==> src/mrb_pkg.sv <==
package mrb_pkg;
  // ==========================================================
  // Sizes
  localparam int NCPU   = 4;
  localparam int CPU_W  = 2;
  localparam int QPER   = 2;
  localparam int QDEPTH = 8;
  localparam int QPTR_W = 3;
  localparam int PA_W   = 48;
  // ==========================================================
  // Pointer register layout and its single system-wide address
  localparam int          MBX_LSB    = 6;
  localparam int          MBX_MSB    = 47;
  localparam logic [47:0] MBPTR_ADDR = 48'h0000_0F00_0000;
  // ==========================================================
  // Mailbox byte offsets
  localparam logic [5:0] OFF_CMD   = 6'h00;
  localparam logic [5:0] OFF_ADDR  = 6'h08;
  localparam logic [5:0] OFF_WDATA = 6'h10;
  localparam logic [5:0] OFF_RDATA = 6'h20;
  localparam logic [5:0] OFF_DONE  = 6'h28;
  // ==========================================================
  // First quadword fields and completion quadword fields
  localparam int CMD_MSB     = 29;
  localparam int SPECIAL_BIT = 30;
  localparam int WRITE_BIT   = 31;
  localparam int MASK_LSB    = 32;
  localparam int MASK_MSB    = 39;
  localparam int HOSE_LSB    = 48;
  localparam int HOSE_MSB    = 55;
  localparam int DONE_BIT    = 0;
  localparam int ERR_BIT     = 1;
  localparam int STATUS_LSB  = 2;
  // ==========================================================
  // Host register map (byte addresses)
  localparam logic [7:0] REG_PTR_LO  = 8'h00;
  localparam logic [7:0] REG_PTR_HI  = 8'h04;
  localparam logic [7:0] REG_CTRL    = 8'h08;
  localparam logic [7:0] REG_STATUS  = 8'h0C;
  localparam logic [7:0] REG_RETRIES = 8'h10;
  localparam logic [7:0] REG_CPU_ID  = 8'h14;
  localparam logic [1:0] RESP_OKAY   = 2'h0;
  localparam logic [1:0] RESP_SLVERR = 2'h2;
  // ==========================================================
  // Timing
  localparam int CLK_PERIOD_NS = 20;
  localparam int BACKOFF_NS    = 200;
  localparam int BACKOFF_CYC   = BACKOFF_NS / CLK_PERIOD_NS;
endpackage

==> src/mrb_if.sv <==
`timescale 1ns/100ps
interface mrb_if;
  // Conditional quadword store from a processor to the pointer register.
  logic                       post_valid;
  logic [47:0]                post_addr;
  logic [mrb_pkg::CPU_W-1:0]  post_cpu;
  logic [63:0]                post_data;
  // Answer: one-cycle pulse, success flag and the processor it belongs to.
  logic                       post_ack;
  logic                       post_ok;
  logic [mrb_pkg::CPU_W-1:0]  post_ack_cpu;

  modport bridge (
    input  post_valid,
    input  post_addr,
    input  post_cpu,
    input  post_data,
    output post_ack,
    output post_ok,
    output post_ack_cpu
  );
  modport cpu (
    output post_valid,
    output post_addr,
    output post_cpu,
    output post_data,
    input  post_ack,
    input  post_ok,
    input  post_ack_cpu
  );
endinterface

==> src/mrb_bridge.sv <==
`timescale 1ns/100ps
module mrb_bridge (
  // Clock and reset
  input  wire logic        ref_clk,
  input  wire logic        rst_n,
  // Processor posting port
  mrb_if.bridge            post,
  // System memory port; mem_ack completes the held request
  output logic             mem_req,
  output logic             mem_we,
  output logic [47:0]      mem_addr,
  output logic [63:0]      mem_wdata,
  input  wire logic        mem_ack,
  input  wire logic [63:0] mem_rdata,
  // Remote bus port; rb_ack completes the held request
  output logic             rb_req,
  output logic             rb_write,
  output logic             rb_special,
  output logic [29:0]      rb_cmd,
  output logic [7:0]       rb_mask,
  output logic [7:0]       rb_hose,
  output logic [63:0]      rb_addr,
  output logic [63:0]      rb_wdata,
  input  wire logic        rb_ack,
  input  wire logic        rb_err,
  input  wire logic [61:0] rb_status,
  input  wire logic [31:0] rb_rdata
);
  typedef enum logic [2:0] {
    ST_IDLE       = 3'b000,
    ST_FETCH_CMD  = 3'b001,
    ST_FETCH_ADDR = 3'b010,
    ST_FETCH_DATA = 3'b011,
    ST_REMOTE     = 3'b100,
    ST_PUT_RDATA  = 3'b101,
    ST_PUT_DONE   = 3'b110
  } mrb_state_t;

  localparam int MBX_W = mrb_pkg::MBX_MSB - mrb_pkg::MBX_LSB + 1;

  // ==========================================================
  // Posting queue
  // A single queue in posting order keeps same-hose ordering for free; the
  // price is that a slow hose holds back the others.
  logic [MBX_W-1:0]               q_ptr_reg [mrb_pkg::QDEPTH];
  logic [mrb_pkg::CPU_W-1:0]      q_cpu_reg [mrb_pkg::QDEPTH];
  logic [mrb_pkg::QPTR_W-1:0]     q_wr_reg;
  logic [mrb_pkg::QPTR_W-1:0]     q_rd_reg;
  logic [mrb_pkg::QPTR_W:0]       q_count_reg;
  logic [1:0]                     cpu_cnt_reg [mrb_pkg::NCPU];
  logic                           ack_reg;
  logic                           ok_reg;
  logic [mrb_pkg::CPU_W-1:0]      ack_cpu_reg;
  mrb_state_t                     state_reg;
  logic                           take;
  logic                           accept;
  logic                           pop;

  assign take   = post.post_valid && !ack_reg;
  assign accept = take && (post.post_addr == mrb_pkg::MBPTR_ADDR)
               && (q_count_reg != 4'(mrb_pkg::QDEPTH))
               && (cpu_cnt_reg[post.post_cpu] != 2'(mrb_pkg::QPER));
  assign pop    = (state_reg == ST_IDLE) && (q_count_reg != '0);

  // The answer is seen by every processor, tagged with the issuing one in post_ack_cpu.
  always_ff @(posedge ref_clk or negedge rst_n) begin
    if (!rst_n) begin
      ack_reg     <= 1'b0;
      ok_reg      <= 1'b0;
      ack_cpu_reg <= '0;
    end else begin
      ack_reg     <= take;
      ok_reg      <= accept;
      ack_cpu_reg <= post.post_cpu;
    end
  end
  assign post.post_ack     = ack_reg;
  assign post.post_ok      = ok_reg;
  assign post.post_ack_cpu = ack_cpu_reg;

  always_ff @(posedge ref_clk) begin
    if (accept) begin
      q_ptr_reg[q_wr_reg] <= post.post_data[mrb_pkg::MBX_MSB:mrb_pkg::MBX_LSB];
      q_cpu_reg[q_wr_reg] <= post.post_cpu;
    end
  end

  always_ff @(posedge ref_clk or negedge rst_n) begin
    if (!rst_n) begin
      q_wr_reg    <= '0;
      q_rd_reg    <= '0;
      q_count_reg <= '0;
    end else begin
      if (accept) begin
        q_wr_reg <= q_wr_reg + 3'd1;
      end
      if (pop) begin
        q_rd_reg <= q_rd_reg + 3'd1;
      end
      q_count_reg <= q_count_reg + {3'd0, accept} - {3'd0, pop};
    end
  end

  // Per-processor occupancy: no processor may hold more than its quota.
  localparam int CPU_W = mrb_pkg::CPU_W;

  for (genvar g = 0; g < mrb_pkg::NCPU; g++) begin : g_quota
    always_ff @(posedge ref_clk or negedge rst_n) begin
      if (!rst_n) begin
        cpu_cnt_reg[g] <= '0;
      end else begin
        cpu_cnt_reg[g] <= cpu_cnt_reg[g]
          + {1'b0, accept && (post.post_cpu == CPU_W'(g))}
          - {1'b0, pop && (q_cpu_reg[q_rd_reg] == CPU_W'(g))};
      end
    end
  end

  // ==========================================================
  // Mailbox sequencer
  // Only memory and the remote bus ever stall it, so other traffic on the
  // interconnect cannot hold a mailbox back beyond its own accesses.
  logic [MBX_W-1:0] base_reg;
  logic [63:0]      cmd_reg;
  logic [63:0]      done_reg;

  always_ff @(posedge ref_clk or negedge rst_n) begin
    if (!rst_n) begin
      state_reg <= ST_IDLE;
      base_reg  <= '0;
      cmd_reg   <= '0;
      done_reg  <= '0;
      mem_req   <= 1'b0;
      mem_we    <= 1'b0;
      mem_addr  <= '0;
      mem_wdata <= '0;
      rb_req    <= 1'b0;
      rb_addr   <= '0;
      rb_wdata  <= '0;
    end else begin
      case (state_reg)
        ST_IDLE: begin
          if (pop) begin
            base_reg  <= q_ptr_reg[q_rd_reg];
            mem_req   <= 1'b1;
            mem_we    <= 1'b0;
            mem_addr  <= {q_ptr_reg[q_rd_reg], mrb_pkg::OFF_CMD};
            state_reg <= ST_FETCH_CMD;
          end
        end
        ST_FETCH_CMD: begin
          if (mem_ack) begin
            cmd_reg   <= mem_rdata;
            mem_addr  <= {base_reg, mrb_pkg::OFF_ADDR};
            state_reg <= ST_FETCH_ADDR;
          end
        end
        ST_FETCH_ADDR: begin
          if (mem_ack) begin
            rb_addr <= mem_rdata;
            if (cmd_reg[mrb_pkg::WRITE_BIT]) begin
              mem_addr  <= {base_reg, mrb_pkg::OFF_WDATA};
              state_reg <= ST_FETCH_DATA;
            end else begin
              // Reads skip the write data and never fetch completion fields.
              mem_req   <= 1'b0;
              rb_req    <= 1'b1;
              state_reg <= ST_REMOTE;
            end
          end
        end
        ST_FETCH_DATA: begin
          if (mem_ack) begin
            rb_wdata  <= mem_rdata;
            mem_req   <= 1'b0;
            rb_req    <= 1'b1;
            state_reg <= ST_REMOTE;
          end
        end
        ST_REMOTE: begin
          if (rb_ack) begin
            rb_req   <= 1'b0;
            done_reg <= {rb_status, rb_err, 1'b1};
            mem_req  <= 1'b1;
            mem_we   <= 1'b1;
            if (cmd_reg[mrb_pkg::WRITE_BIT]) begin
              // The write is reported done once the remote side accepted it.
              mem_addr  <= {base_reg, mrb_pkg::OFF_DONE};
              mem_wdata <= {rb_status, rb_err, 1'b1};
              state_reg <= ST_PUT_DONE;
            end else begin
              mem_addr  <= {base_reg, mrb_pkg::OFF_RDATA};
              mem_wdata <= {32'h0000_0000, rb_rdata};
              state_reg <= ST_PUT_RDATA;
            end
          end
        end
        ST_PUT_RDATA: begin
          if (mem_ack) begin
            mem_addr  <= {base_reg, mrb_pkg::OFF_DONE};
            mem_wdata <= done_reg;
            state_reg <= ST_PUT_DONE;
          end
        end
        ST_PUT_DONE: begin
          if (mem_ack) begin
            mem_req   <= 1'b0;
            mem_we    <= 1'b0;
            state_reg <= ST_IDLE;
          end
        end
        default: begin
          mem_req   <= 1'b0;
          rb_req    <= 1'b0;
          state_reg <= ST_IDLE;
        end
      endcase
    end
  end

  // ==========================================================
  // Remote request fields, straight from the fetched first quadword
  assign rb_cmd     = cmd_reg[mrb_pkg::CMD_MSB:0];
  assign rb_special = cmd_reg[mrb_pkg::SPECIAL_BIT];
  assign rb_write   = cmd_reg[mrb_pkg::WRITE_BIT];
  assign rb_mask    = cmd_reg[mrb_pkg::MASK_MSB:mrb_pkg::MASK_LSB];
  assign rb_hose    = cmd_reg[mrb_pkg::HOSE_MSB:mrb_pkg::HOSE_LSB];
endmodule

==> src/flat_wrapper.sv <==
// flat-port wrapper written by rule: the top's interface ports become plain ports
module mrb_bridge_flat 
  (ref_clk, rst_n, mem_req, mem_we, mem_addr, mem_wdata, mem_ack, mem_rdata, rb_req, rb_write, rb_special, rb_cmd, rb_mask, rb_hose, rb_addr, rb_wdata, rb_ack, rb_err, rb_status, rb_rdata, post_post_valid, post_post_addr, post_post_cpu, post_post_data, post_post_ack, post_post_ok, post_post_ack_cpu);
  mrb_if post_i ();
  input  wire logic ref_clk;
  input  wire logic rst_n;
  output logic mem_req;
  output logic mem_we;
  output logic [47:0] mem_addr;
  output logic [63:0] mem_wdata;
  input  wire logic mem_ack;
  input  wire logic [63:0] mem_rdata;
  output logic rb_req;
  output logic rb_write;
  output logic rb_special;
  output logic [29:0] rb_cmd;
  output logic [7:0] rb_mask;
  output logic [7:0] rb_hose;
  output logic [63:0] rb_addr;
  output logic [63:0] rb_wdata;
  input  wire logic rb_ack;
  input  wire logic rb_err;
  input  wire logic [61:0] rb_status;
  input  wire logic [31:0] rb_rdata;
  input wire logic [$bits(post_i.post_valid)-1:0] post_post_valid;
  input wire logic [$bits(post_i.post_addr)-1:0] post_post_addr;
  input wire logic [$bits(post_i.post_cpu)-1:0] post_post_cpu;
  input wire logic [$bits(post_i.post_data)-1:0] post_post_data;
  output wire logic [$bits(post_i.post_ack)-1:0] post_post_ack;
  output wire logic [$bits(post_i.post_ok)-1:0] post_post_ok;
  output wire logic [$bits(post_i.post_ack_cpu)-1:0] post_post_ack_cpu;
  assign post_i.post_valid = post_post_valid;
  assign post_i.post_addr = post_post_addr;
  assign post_i.post_cpu = post_post_cpu;
  assign post_i.post_data = post_post_data;
  assign post_post_ack = post_i.post_ack;
  assign post_post_ok = post_i.post_ok;
  assign post_post_ack_cpu = post_i.post_ack_cpu;
  mrb_bridge u_core (.ref_clk(ref_clk), .rst_n(rst_n), .post(post_i), .mem_req(mem_req), .mem_we(mem_we), .mem_addr(mem_addr), .mem_wdata(mem_wdata), .mem_ack(mem_ack), .mem_rdata(mem_rdata), .rb_req(rb_req), .rb_write(rb_write), .rb_special(rb_special), .rb_cmd(rb_cmd), .rb_mask(rb_mask), .rb_hose(rb_hose), .rb_addr(rb_addr), .rb_wdata(rb_wdata), .rb_ack(rb_ack), .rb_err(rb_err), .rb_status(rb_status), .rb_rdata(rb_rdata));
endmodule
==> config.mk <==
export PLATFORM = sky130hd
export DESIGN_NAME = mrb_bridge_flat
export DESIGN_NICKNAME = d
export VERILOG_FILES = /design/src/mrb_pkg.sv /design/src/mrb_if.sv /design/src/mrb_bridge.sv /design/src/flat_wrapper.sv
export SDC_FILE = /design/constraint.sdc
export NUM_CORES = 1
export LEC_CHECK = 0
export BUFFER_PORTS_ARGS = -buffer_cell sky130_fd_sc_hd__buf_2
export CAP_MARGIN = 40
export CORE_MARGIN = 5
export CORE_UTILIZATION = 55
export CTS_CLUSTER_DIAMETER = 100
export DETAILED_ROUTE_END_ITERATION = 8
export GPL_TIMING_DRIVEN = 1
export PLACE_DENSITY = 0.83
export SLEW_MARGIN = 5
export SYNTH_ARGS = -nofsm -noshare
export SYNTH_HDL_FRONTEND = slang
export SYNTH_SLANG_ARGS = --single-unit
export TNS_END_PERCENT = 5
==> constraint.sdc <==
create_clock -name ref_clk -period 7 [get_ports ref_clk]
set_clock_uncertainty 0.1 [all_clocks]
set_input_delay 0.35 -clock ref_clk [delete_from_list [all_inputs] [get_ports ref_clk]]
set_output_delay 0.35 -clock ref_clk [all_outputs]
set_load 0.03 [all_outputs]
==> results.md, run 1 <==
- Count leader, synth: dfrtp_1
- Post-route antenna net violation count: 1
- Seq/Total Area, Yosys: 0.691
- Top_reg_cell synth: dfrtp_1
- Cell row count: 86
- Synth Instances: 1,961
- Number of max-cap violations: 0
- Place WS: 3.12 ns
- Post-route clock period utilization: 0.561
- Final nets: 2,976
- Part of the power in combinational logic: 0.394
- CP endpoint kind: flip-flop
- Gr usage total: 0.299
- Crit Path Class: reg -> reg
- Outcome: finished, violations left
- Syn Area/Cell: 15.5 um^2
- Post-CTS Setup Bufs: 0
- Area contributors post-synth: edfxtp_1 (35%), dfrtp_1 (34%), mux2_2 (8.8%)
- Clock tree buffer depth: 3
- Hold crit path type: in -> reg
- Via count: 21.0k
- Die area: 60,200 um^2
- Maximum resistive drop on vdd: 394 uV
- Initial cell density of the core: 0.554
- Unrepaired setup endpoints after global routing: no
- Design Area, Final: 38,700 um^2
- Post-Route WL: 93,800 um
- Data required, critical path: 7.28 ns
- Top-area cell type share of the netlist area: 0.347
- Setup Viol. Count Final: 0
- Area after DPL: 34,100 um^2
- Int Pwr: 11.1 mW
- Pin count of the biggest net entering global routing: 179
- PortBufs: 547
- CP arrival: 4.21 ns
- Die Wd: 245 um
- I/O Pins: 573
- CTS tree: yes
- Syn Std Cell Area: 30,500 um^2
- Yosys cell types: 53
- Max frequency: 0.254 GHz
- Drt pass-1 iters: 7
- Post-synth EDFFs: 352
- FF-to-FF setup slack: 3.07 ns
- Reg power frac: 0.369
- Via density: 5.96
- Clk slew on worst S/H paths: 0.08 ns
- Layout cells sized above 1: 0.387
- # DRC: 0
- CP max FO: 36
- CTS Hold Bufs: 176
- Post-synth top cells: dfrtp_1 (419), edfxtp_1 (352), mux2_2 (238), nand2_1 (203), o21ai_0 (118)
- Final total power: 18.4 mW
- Reg-to-Reg Start: u_core.q_rd_reg[0]
- Core box area: 55,000 um^2
- Sw Ratio: 0.396
- Pwr dens: 475 nW/um^2
- Die Y: 245 um
- Leakage: 16.3 nW
- Post-synth ARST share: 0.543
- Slew Limit Fails: 0
- Fin. Hold Viols: 0
- Routability congestion estimate: 0.934
- Antenna violations before repair: 28
- Hold Path Stages: 5
- Fin Setup TNS: 0 ns
- Final core occ: 0.703
- Area grow syn2layout: 27.0%
- Gr ovfl total: 0
- Area leader, netlist: edfxtp_1
- Hold EP: u_core.mem_wdata[15]
- CP Launch Type: flip-flop
- Failing checks: antenna rules
- WL/cell: 26.6 um
- Clock sink count: 771
- Sw Pwr: 7.29 mW
- Worst slew pin tran: 1.00 ns
- Number of synthesized register bits: 771
- Final setup margin: 3.07 ns
- Resize count post-CTS: 0
- Fin crit period: 3.93 ns
- Cts bufs inserted: 76
- Worst r2r dst: u_core.mem_addr[12]
- First-pass GRT wire length: 135,000 um
- Post-DP HPWL: 54,500 um
- Clk_lat worst skew: 0.62 ns
- Clock power frac: 0.237
- CTS H-tree lvls: 3
- Reg2Reg Depth: 7
- CTS Root Cell: clkbuf_16
- Ys Warns: 0
- Largest register FFs: 336
- Hold path startpoint: rb_rdata[15]
- DR iter-0 viols: 1,946
- Via count of the first global-routing pass: 21.6k
- Slew margin rel.: 0.331
[stage by stage]
stage | instances | hold slack [ns]
after floorplan | 1963 | -0.0456
after global placement | 3165 | 0.321
after detailed placement | 3173 | 0.314
after CTS | 3488 | 0.00236
after global routing | 3509 | 0.0329
final | 3520 | 0.0396
[kinds of logic after synthesis]
| logic type | after synthesis | share of synthesized area |
|---|---|---|
| mux | 403 | 0.178 |
| fa+ha+maj | 17 | 0.00723 |
| other cells | 1 | 0.000123 |
| simple gates | 327 | 0.0488 |
| compound gates | 284 | 0.0488 |
| flops | 771 | 0.691 |
| xor+xnor | 15 | 0.00431 |
| buf+inv | 143 | 0.0212 |
[per-layer routing]
layer  vias to the layer above  global-route usage  routed length [um]
met2                      1343               0.492               45500
met3                       354              0.0739                9210
met1                     10600               0.368               32900
met4                         8               0.162                6040
li1                       8700                   -                   -
met5                         -                   0                  82
[power groups by stage]
stage	clock network, mW	logic [mW]	registers, mW
after floorplan	0	3.24	8.17
after CTS	4.38	7.08	6.68
final	4.35	7.25	6.79
after detailed placement	0	6.91	6.75
after global placement	0	6.61	6.67
after global routing	4.60	7.71	6.90
[placed cells by master (no fill, tap or decap), types with 4 or more instances in the layout]
cell type	count
bufinv_16	9
nor3_1	6
o21ai_0	118
and3_1	35
dfrtp_1	415
nor2_1	42
xnor2_1	12
ha_1	16
clkbuf_8	14
clkbuf_16	80
o21ai_1	78
nand2_1	202
mux2_2	238
buf_16	7
edfxtp_1	352
clkinv_2	7
diode_2	30
a21oi_1	73
dlygate4sd3_1	176
mux4_2	88
a21o_1	4
inv_1	21
clkbuf_1	16
nor4_1	7
mux2i_1	74
buf_2	546
buf_4	26
[final cells by class]
cell class | count | area [um^2]
antenna | 30 | 75.1
clock buffer | 110 | 2250
clock inverter | 29 | 422
fill | 3353 | 16300
inverter | 23 | 86.3
multi-input combinational | 1049 | 8890
sequential | 771 | 21100
tap | 748 | 936
timing repair buffer | 760 | 4940
[worst max path at each step]
stage / cells after the start / slack (ns) / to / start
after global routing: 7 / 2.79 / u_core.mem_addr[12] / u_core.q_rd_reg[0]
after global placement: 7 / 3.17 / u_core.q_ptr_reg[1][17] / post_post_addr[19]
after detailed placement: 7 / 3.12 / u_core.q_ptr_reg[1][18] / post_post_addr[19]
after floorplan: 4 / 0.28 / u_core.q_cpu_reg[4][0] / post_post_addr[45]
after CTS: 7 / 3.26 / u_core.mem_addr[12] / u_core.q_rd_reg[0]
final: 7 / 3.07 / u_core.mem_addr[12] / u_core.q_rd_reg[0]
[worst max-delay path, stage by stage, from the launching register on]
cell and delay (ns):
dfrtp_4 0.82, buf_4 0.56, buf_4 0.67, mux4_2 0.59
mux2i_1 0.25, nand2_1 0.09, o21ai_0 0.26, o21ai_0 0.35
Power figures use the tool's default switching activity.
==> run 2: changes to the inputs <==
--- a/config.mk
+++ b/config.mk
@@ -5,14 +5,15 @@
 export SDC_FILE = /design/constraint.sdc
 export NUM_CORES = 1
 export LEC_CHECK = 0
+export ABC_AREA = 1
 export BUFFER_PORTS_ARGS = -buffer_cell sky130_fd_sc_hd__buf_2
 export CAP_MARGIN = 40
 export CORE_MARGIN = 5
-export CORE_UTILIZATION = 55
+export CORE_UTILIZATION = 50
 export CTS_CLUSTER_DIAMETER = 100
 export DETAILED_ROUTE_END_ITERATION = 8
 export GPL_TIMING_DRIVEN = 1
-export PLACE_DENSITY = 0.83
+export PLACE_DENSITY = 0.8
 export SLEW_MARGIN = 5
 export SYNTH_ARGS = -nofsm -noshare
 export SYNTH_HDL_FRONTEND = slang
==> constraint.sdc (replaced) <==
create_clock -name ref_clk -period 3.2 [get_ports ref_clk]
set_clock_uncertainty 0.1 [all_clocks]
set_input_delay 0.16 -clock ref_clk [delete_from_list [all_inputs] [get_ports ref_clk]]
set_output_delay 0.16 -clock ref_clk [all_outputs]
set_load 0.03 [all_outputs]
==> run 2 against run 1 <==
The flow now finishes without violations. Synthesized cell count up 60%. Via count up 25%. Register-to-register slack worse by 2.6 ns. Utilization down 5.9 points. Flip-flop and latch count unchanged. Worst hold slack worse by 0.0021 ns. Area after synthesis up 4.2%. Critical path depth up 4. Count of clock-buffer cells in the layout down 2. First-iteration DRC count up 62%.
==> results.md, run 2 <==
- Outcome: finished, final reports clean
- Routability congestion estimate: 0.871 (-6.8%)
- Reg-to-Reg Start: u_core.q_count_reg[2]
- Number of synthesized register bits: 771 (unchanged)
- Cell Chain, Critical Path: dlygate4sd3_1, buf_2, nor2_1, dlygate4sd3_1, nand2_1, dlygate4sd3_1, nor2_1, dlygate4sd3_1, nand4_1, dlygate4sd3_1, nand2_1
- Via count of the first global-routing pass: 25.6k (+18%)
- Clock sink count: 771 (unchanged)
- Die Y: 262 um (+6.8%)
- Antenna violations before repair: 14 (-50%)
- Most common cell after layout, fill and taps aside: nand2_1
- Via count: 26.2k (+25%)
- CP Launch Type: primary input
- Die area: 68,600 um^2 (+14%)
- Cts bufs inserted: 78 (+2.6%)
- Number of cells on the critical path: 11 (+4)
- Drt pass-1 iters: 8 (+1)
- Initial cell density of the core: 0.504 (-0.0499)
- Sw Ratio: 0.392 (-0.00453)
- Worst path slowest cell: dlygate4sd3_1
- Post-route antenna net violation count: 0 (-1)
- Syn Std Cell Area: 31,700 um^2 (+4.2%)
- # DRC: 0 (unchanged)
- FILL cells: 4,483 (+34%)
- CTS Root Cell: clkbuf_16
- Clk slew on worst S/H paths: 0.06 ns (-0.02 ns)
- Post-route clock period utilization: 0.948
- Placed cell count: 4,401 (+39%)
- CP peak stage delay: 0.61 ns (-0.21 ns)
- Final nets: 4,166 (+40%)
- Ys Warns: 0 (unchanged)
- Core box area: 63,000 um^2 (+15%)
- CP startpoint: post_post_addr[46]
- Via density: 5.46 (-8.4%)
- Final total power: 35.3 mW (+92%)
- Pin count of the biggest net entering global routing: 155 (-13%)
- Synth Instances: 3,147 (+60%)
- Yosys cell types: 32 (-40%)
- CP bufs+invs: 6 (+4)
- Setup Viol. Count Final: 0 (unchanged)
- Area leader, netlist: edfxtp_1
- Area contributors post-synth: edfxtp_1 (33%), dfrtp_1 (33%), nand2_1 (8.9%)
- Sw Pwr: 13.8 mW (+90%)
- Leakage: 18.6 nW (+14%)
- Unrepaired setup endpoints after global routing: no
- Post-Route WL: 93,100 um (-0.76%)
- Int Pwr: 21.5 mW (+94%)
- Fin. Hold Viols: 0 (unchanged)
- Clock tree buffer depth: 3 (unchanged)
- Layout cells sized above 1: 0.203 (-0.184)
- Post-synth EDFFs: 352 (unchanged)
- CP endpoint kind: flip-flop
- Post-synth ARST share: 0.543 (unchanged)
- Area of the multi-input gates: 9340 um^2 (+5.0%)
- I/O Pins: 573 (unchanged)
- Part of the power in combinational logic: 0.345 (-0.049)
- Cell row count: 92 (+7.0%)
- Maximum resistive drop on vdd: 560 uV (+42%)
- Most frequent cell on the critical path: dlygate4sd3_1
- WHS: 0.0375 ns (-0.00211 ns)
- Fin crit period: 3.03 ns
- PortBufs: 547 (unchanged)
- CP arrival: 3.49 ns (-0.72 ns)
- Clock power frac: 0.265 (+0.028)
- Clk_lat worst skew: 0.63 ns (about the same)
- First-pass GRT wire length: 141,000 um (+4.4%)
- Post-CTS Setup Bufs: 0 (unchanged)
- Die Wd: 262 um (+6.8%)
- Most frequent cells in the layout: nand2_1 (750), buf_2 (546), nor2_1 (455), dfrtp_1 (415), o21ai_0 (399)
- Gr usage total: 0.260 (-0.0386)
- Reg power frac: 0.390 (+0.021)
- Largest register FFs: 336 (unchanged)
- Seq/Total Area, Yosys: 0.663 (-0.0279)
- Count leader, synth: nand2_1
- CTS tree: yes
- Worst slew pin tran: 0.905 ns (-0.0992 ns)
- Register Area: 21,100 um^2 (unchanged)
- Number of max-cap violations: 0 (unchanged)
- CTS H-tree lvls: 3 (unchanged)
- Post-DP HPWL: 54,400 um (-0.23%)
- DR iter-0 viols: 3,155 (+62%)
- CP max FO: 3 (-92%)
- Post-route insts no fill: 4,794 (+36%)
- Area grow syn2layout: 27.8%
- WL/cell: 19.4 um (-27%)
- Slew Limit Fails: 0 (unchanged)
- Data required, critical path: 3.65 ns (-3.63 ns)
- Reg2Reg Depth: 10 (+3)
- Crit path max-delay family: buffers and inverters
- Post-synth top cells: nand2_1 (754), nor2_1 (464), dfrtp_1 (419), o21ai_0 (399), edfxtp_1 (352)
- Top_reg_cell synth: dfrtp_1
- Top-area cell type share of the netlist area: 0.333 (-0.0140)
- Gr ovfl total: 0 (unchanged)
- Slew margin rel.: 0.397 (+0.0661)
- Pwr dens: 871 nW/um^2 (+83%)
- Crit Path Class: in -> reg
- Syn Area/Cell: 10.1 um^2 (-35%)
- Hold crit path type: in -> async
- Max frequency: 0.329 GHz
-- run 2: changes by cell type in the layout (fill, tap and decap cells not counted), moves of 74 or more --
cell     change
nand2_1    +548
nor2_1     +413
o21ai_0    +281
mux2_2     -193
inv_1      +136
nand3_1    +124
mux4_2      -88
mux2i_1     -74
-- run 2: worst paths after layout --
kind / endpoint / slack, ns
worst max register to register: u_core.q_count_reg[2] / 0.46
worst min-delay path: u_core.rb_wdata[61] / 0.04
min in group ref_clk: u_core.post.post_ok / 0.12
worst max-delay path: u_core.q_wr_reg[0] / 0.17
max in group asynchronous: u_core.done_reg[32] / 1.97
worst min register to register: u_core.post.post_ack / 0.34
-- run 2: metal layers --
layer,up-vias,global-route usage,part of all wire
met5,-,0,0.00024
met4,6,0.124,0.051
met3,338,0.0560,0.091
met2,1451,0.429,0.48
met1,12500,0.331,0.38
li1,11900,-,-
-- run 2: power by group through the flow --
stage | sequential, mW | combinational (mW) | clock [mW]
2_1_floorplan | 16.9 | 4.48 | 0
3_3_place_gp | 13.7 | 11.3 | 0
3_5_place_dp | 13.8 | 11.6 | 0
4_1_cts | 13.6 | 12.0 | 9.51
5_1_grt | 14.0 | 13.1 | 9.94
6_report | 13.8 | 12.2 | 9.38
-- run 2: final cells by class --
cell class                 count  share of cell area
sequential                   771               0.519
multi-input combinational   2022               0.230
timing repair buffer         831               0.142
clock buffer                 108              0.0549
tap                          846              0.0261
inverter                     167              0.0155
clock inverter                36              0.0110
antenna                       13            0.000802
-- run 2: through the flow --
step	setup TNS [ns]	worst slack [ns]	util	area [um^2]
3_5_place_dp	0	0.467	0.564	35500
4_1_cts	0	0.259	0.644	40500
6_report	0	0.165	0.644	40600
2_1_floorplan	-100.89	-0.287	-	31800
3_3_place_gp	0	0.481	0.563	35500
5_1_grt	0	0.0242	0.644	40500
-- run 2: worst register-to-register path, cell delays in order, from the launching register on --
cell and delay, ns:
dfrtp_1 0.32, inv_1 0.06, ha_1 0.19, nand2_1 0.28, inv_1 0.10, nor2_2 0.51
ha_1 0.26, inv_1 0.05, ha_1 0.20, fa_1 0.40, xor2_1 0.17
-- run 2: cells by family after synthesis --
family,count (synthesis),synth area share
AOI/OAI and AO/OA,581,0.0958
xor gates and xnor gates,13,0.00359
adders and majority gates,17,0.00694
buffers and inverters,356,0.0462
DFF,771,0.663
muxes,45,0.0160
other,1,0.000118
and+or+nand+nor,1363,0.168
-- run 2: timing repair --
action	in CTS	in global routing
setup endpoints to repair	0	0
hold buffers	236	0
gates resized for setup	0	0
endpoints found under the hold margin	944	0
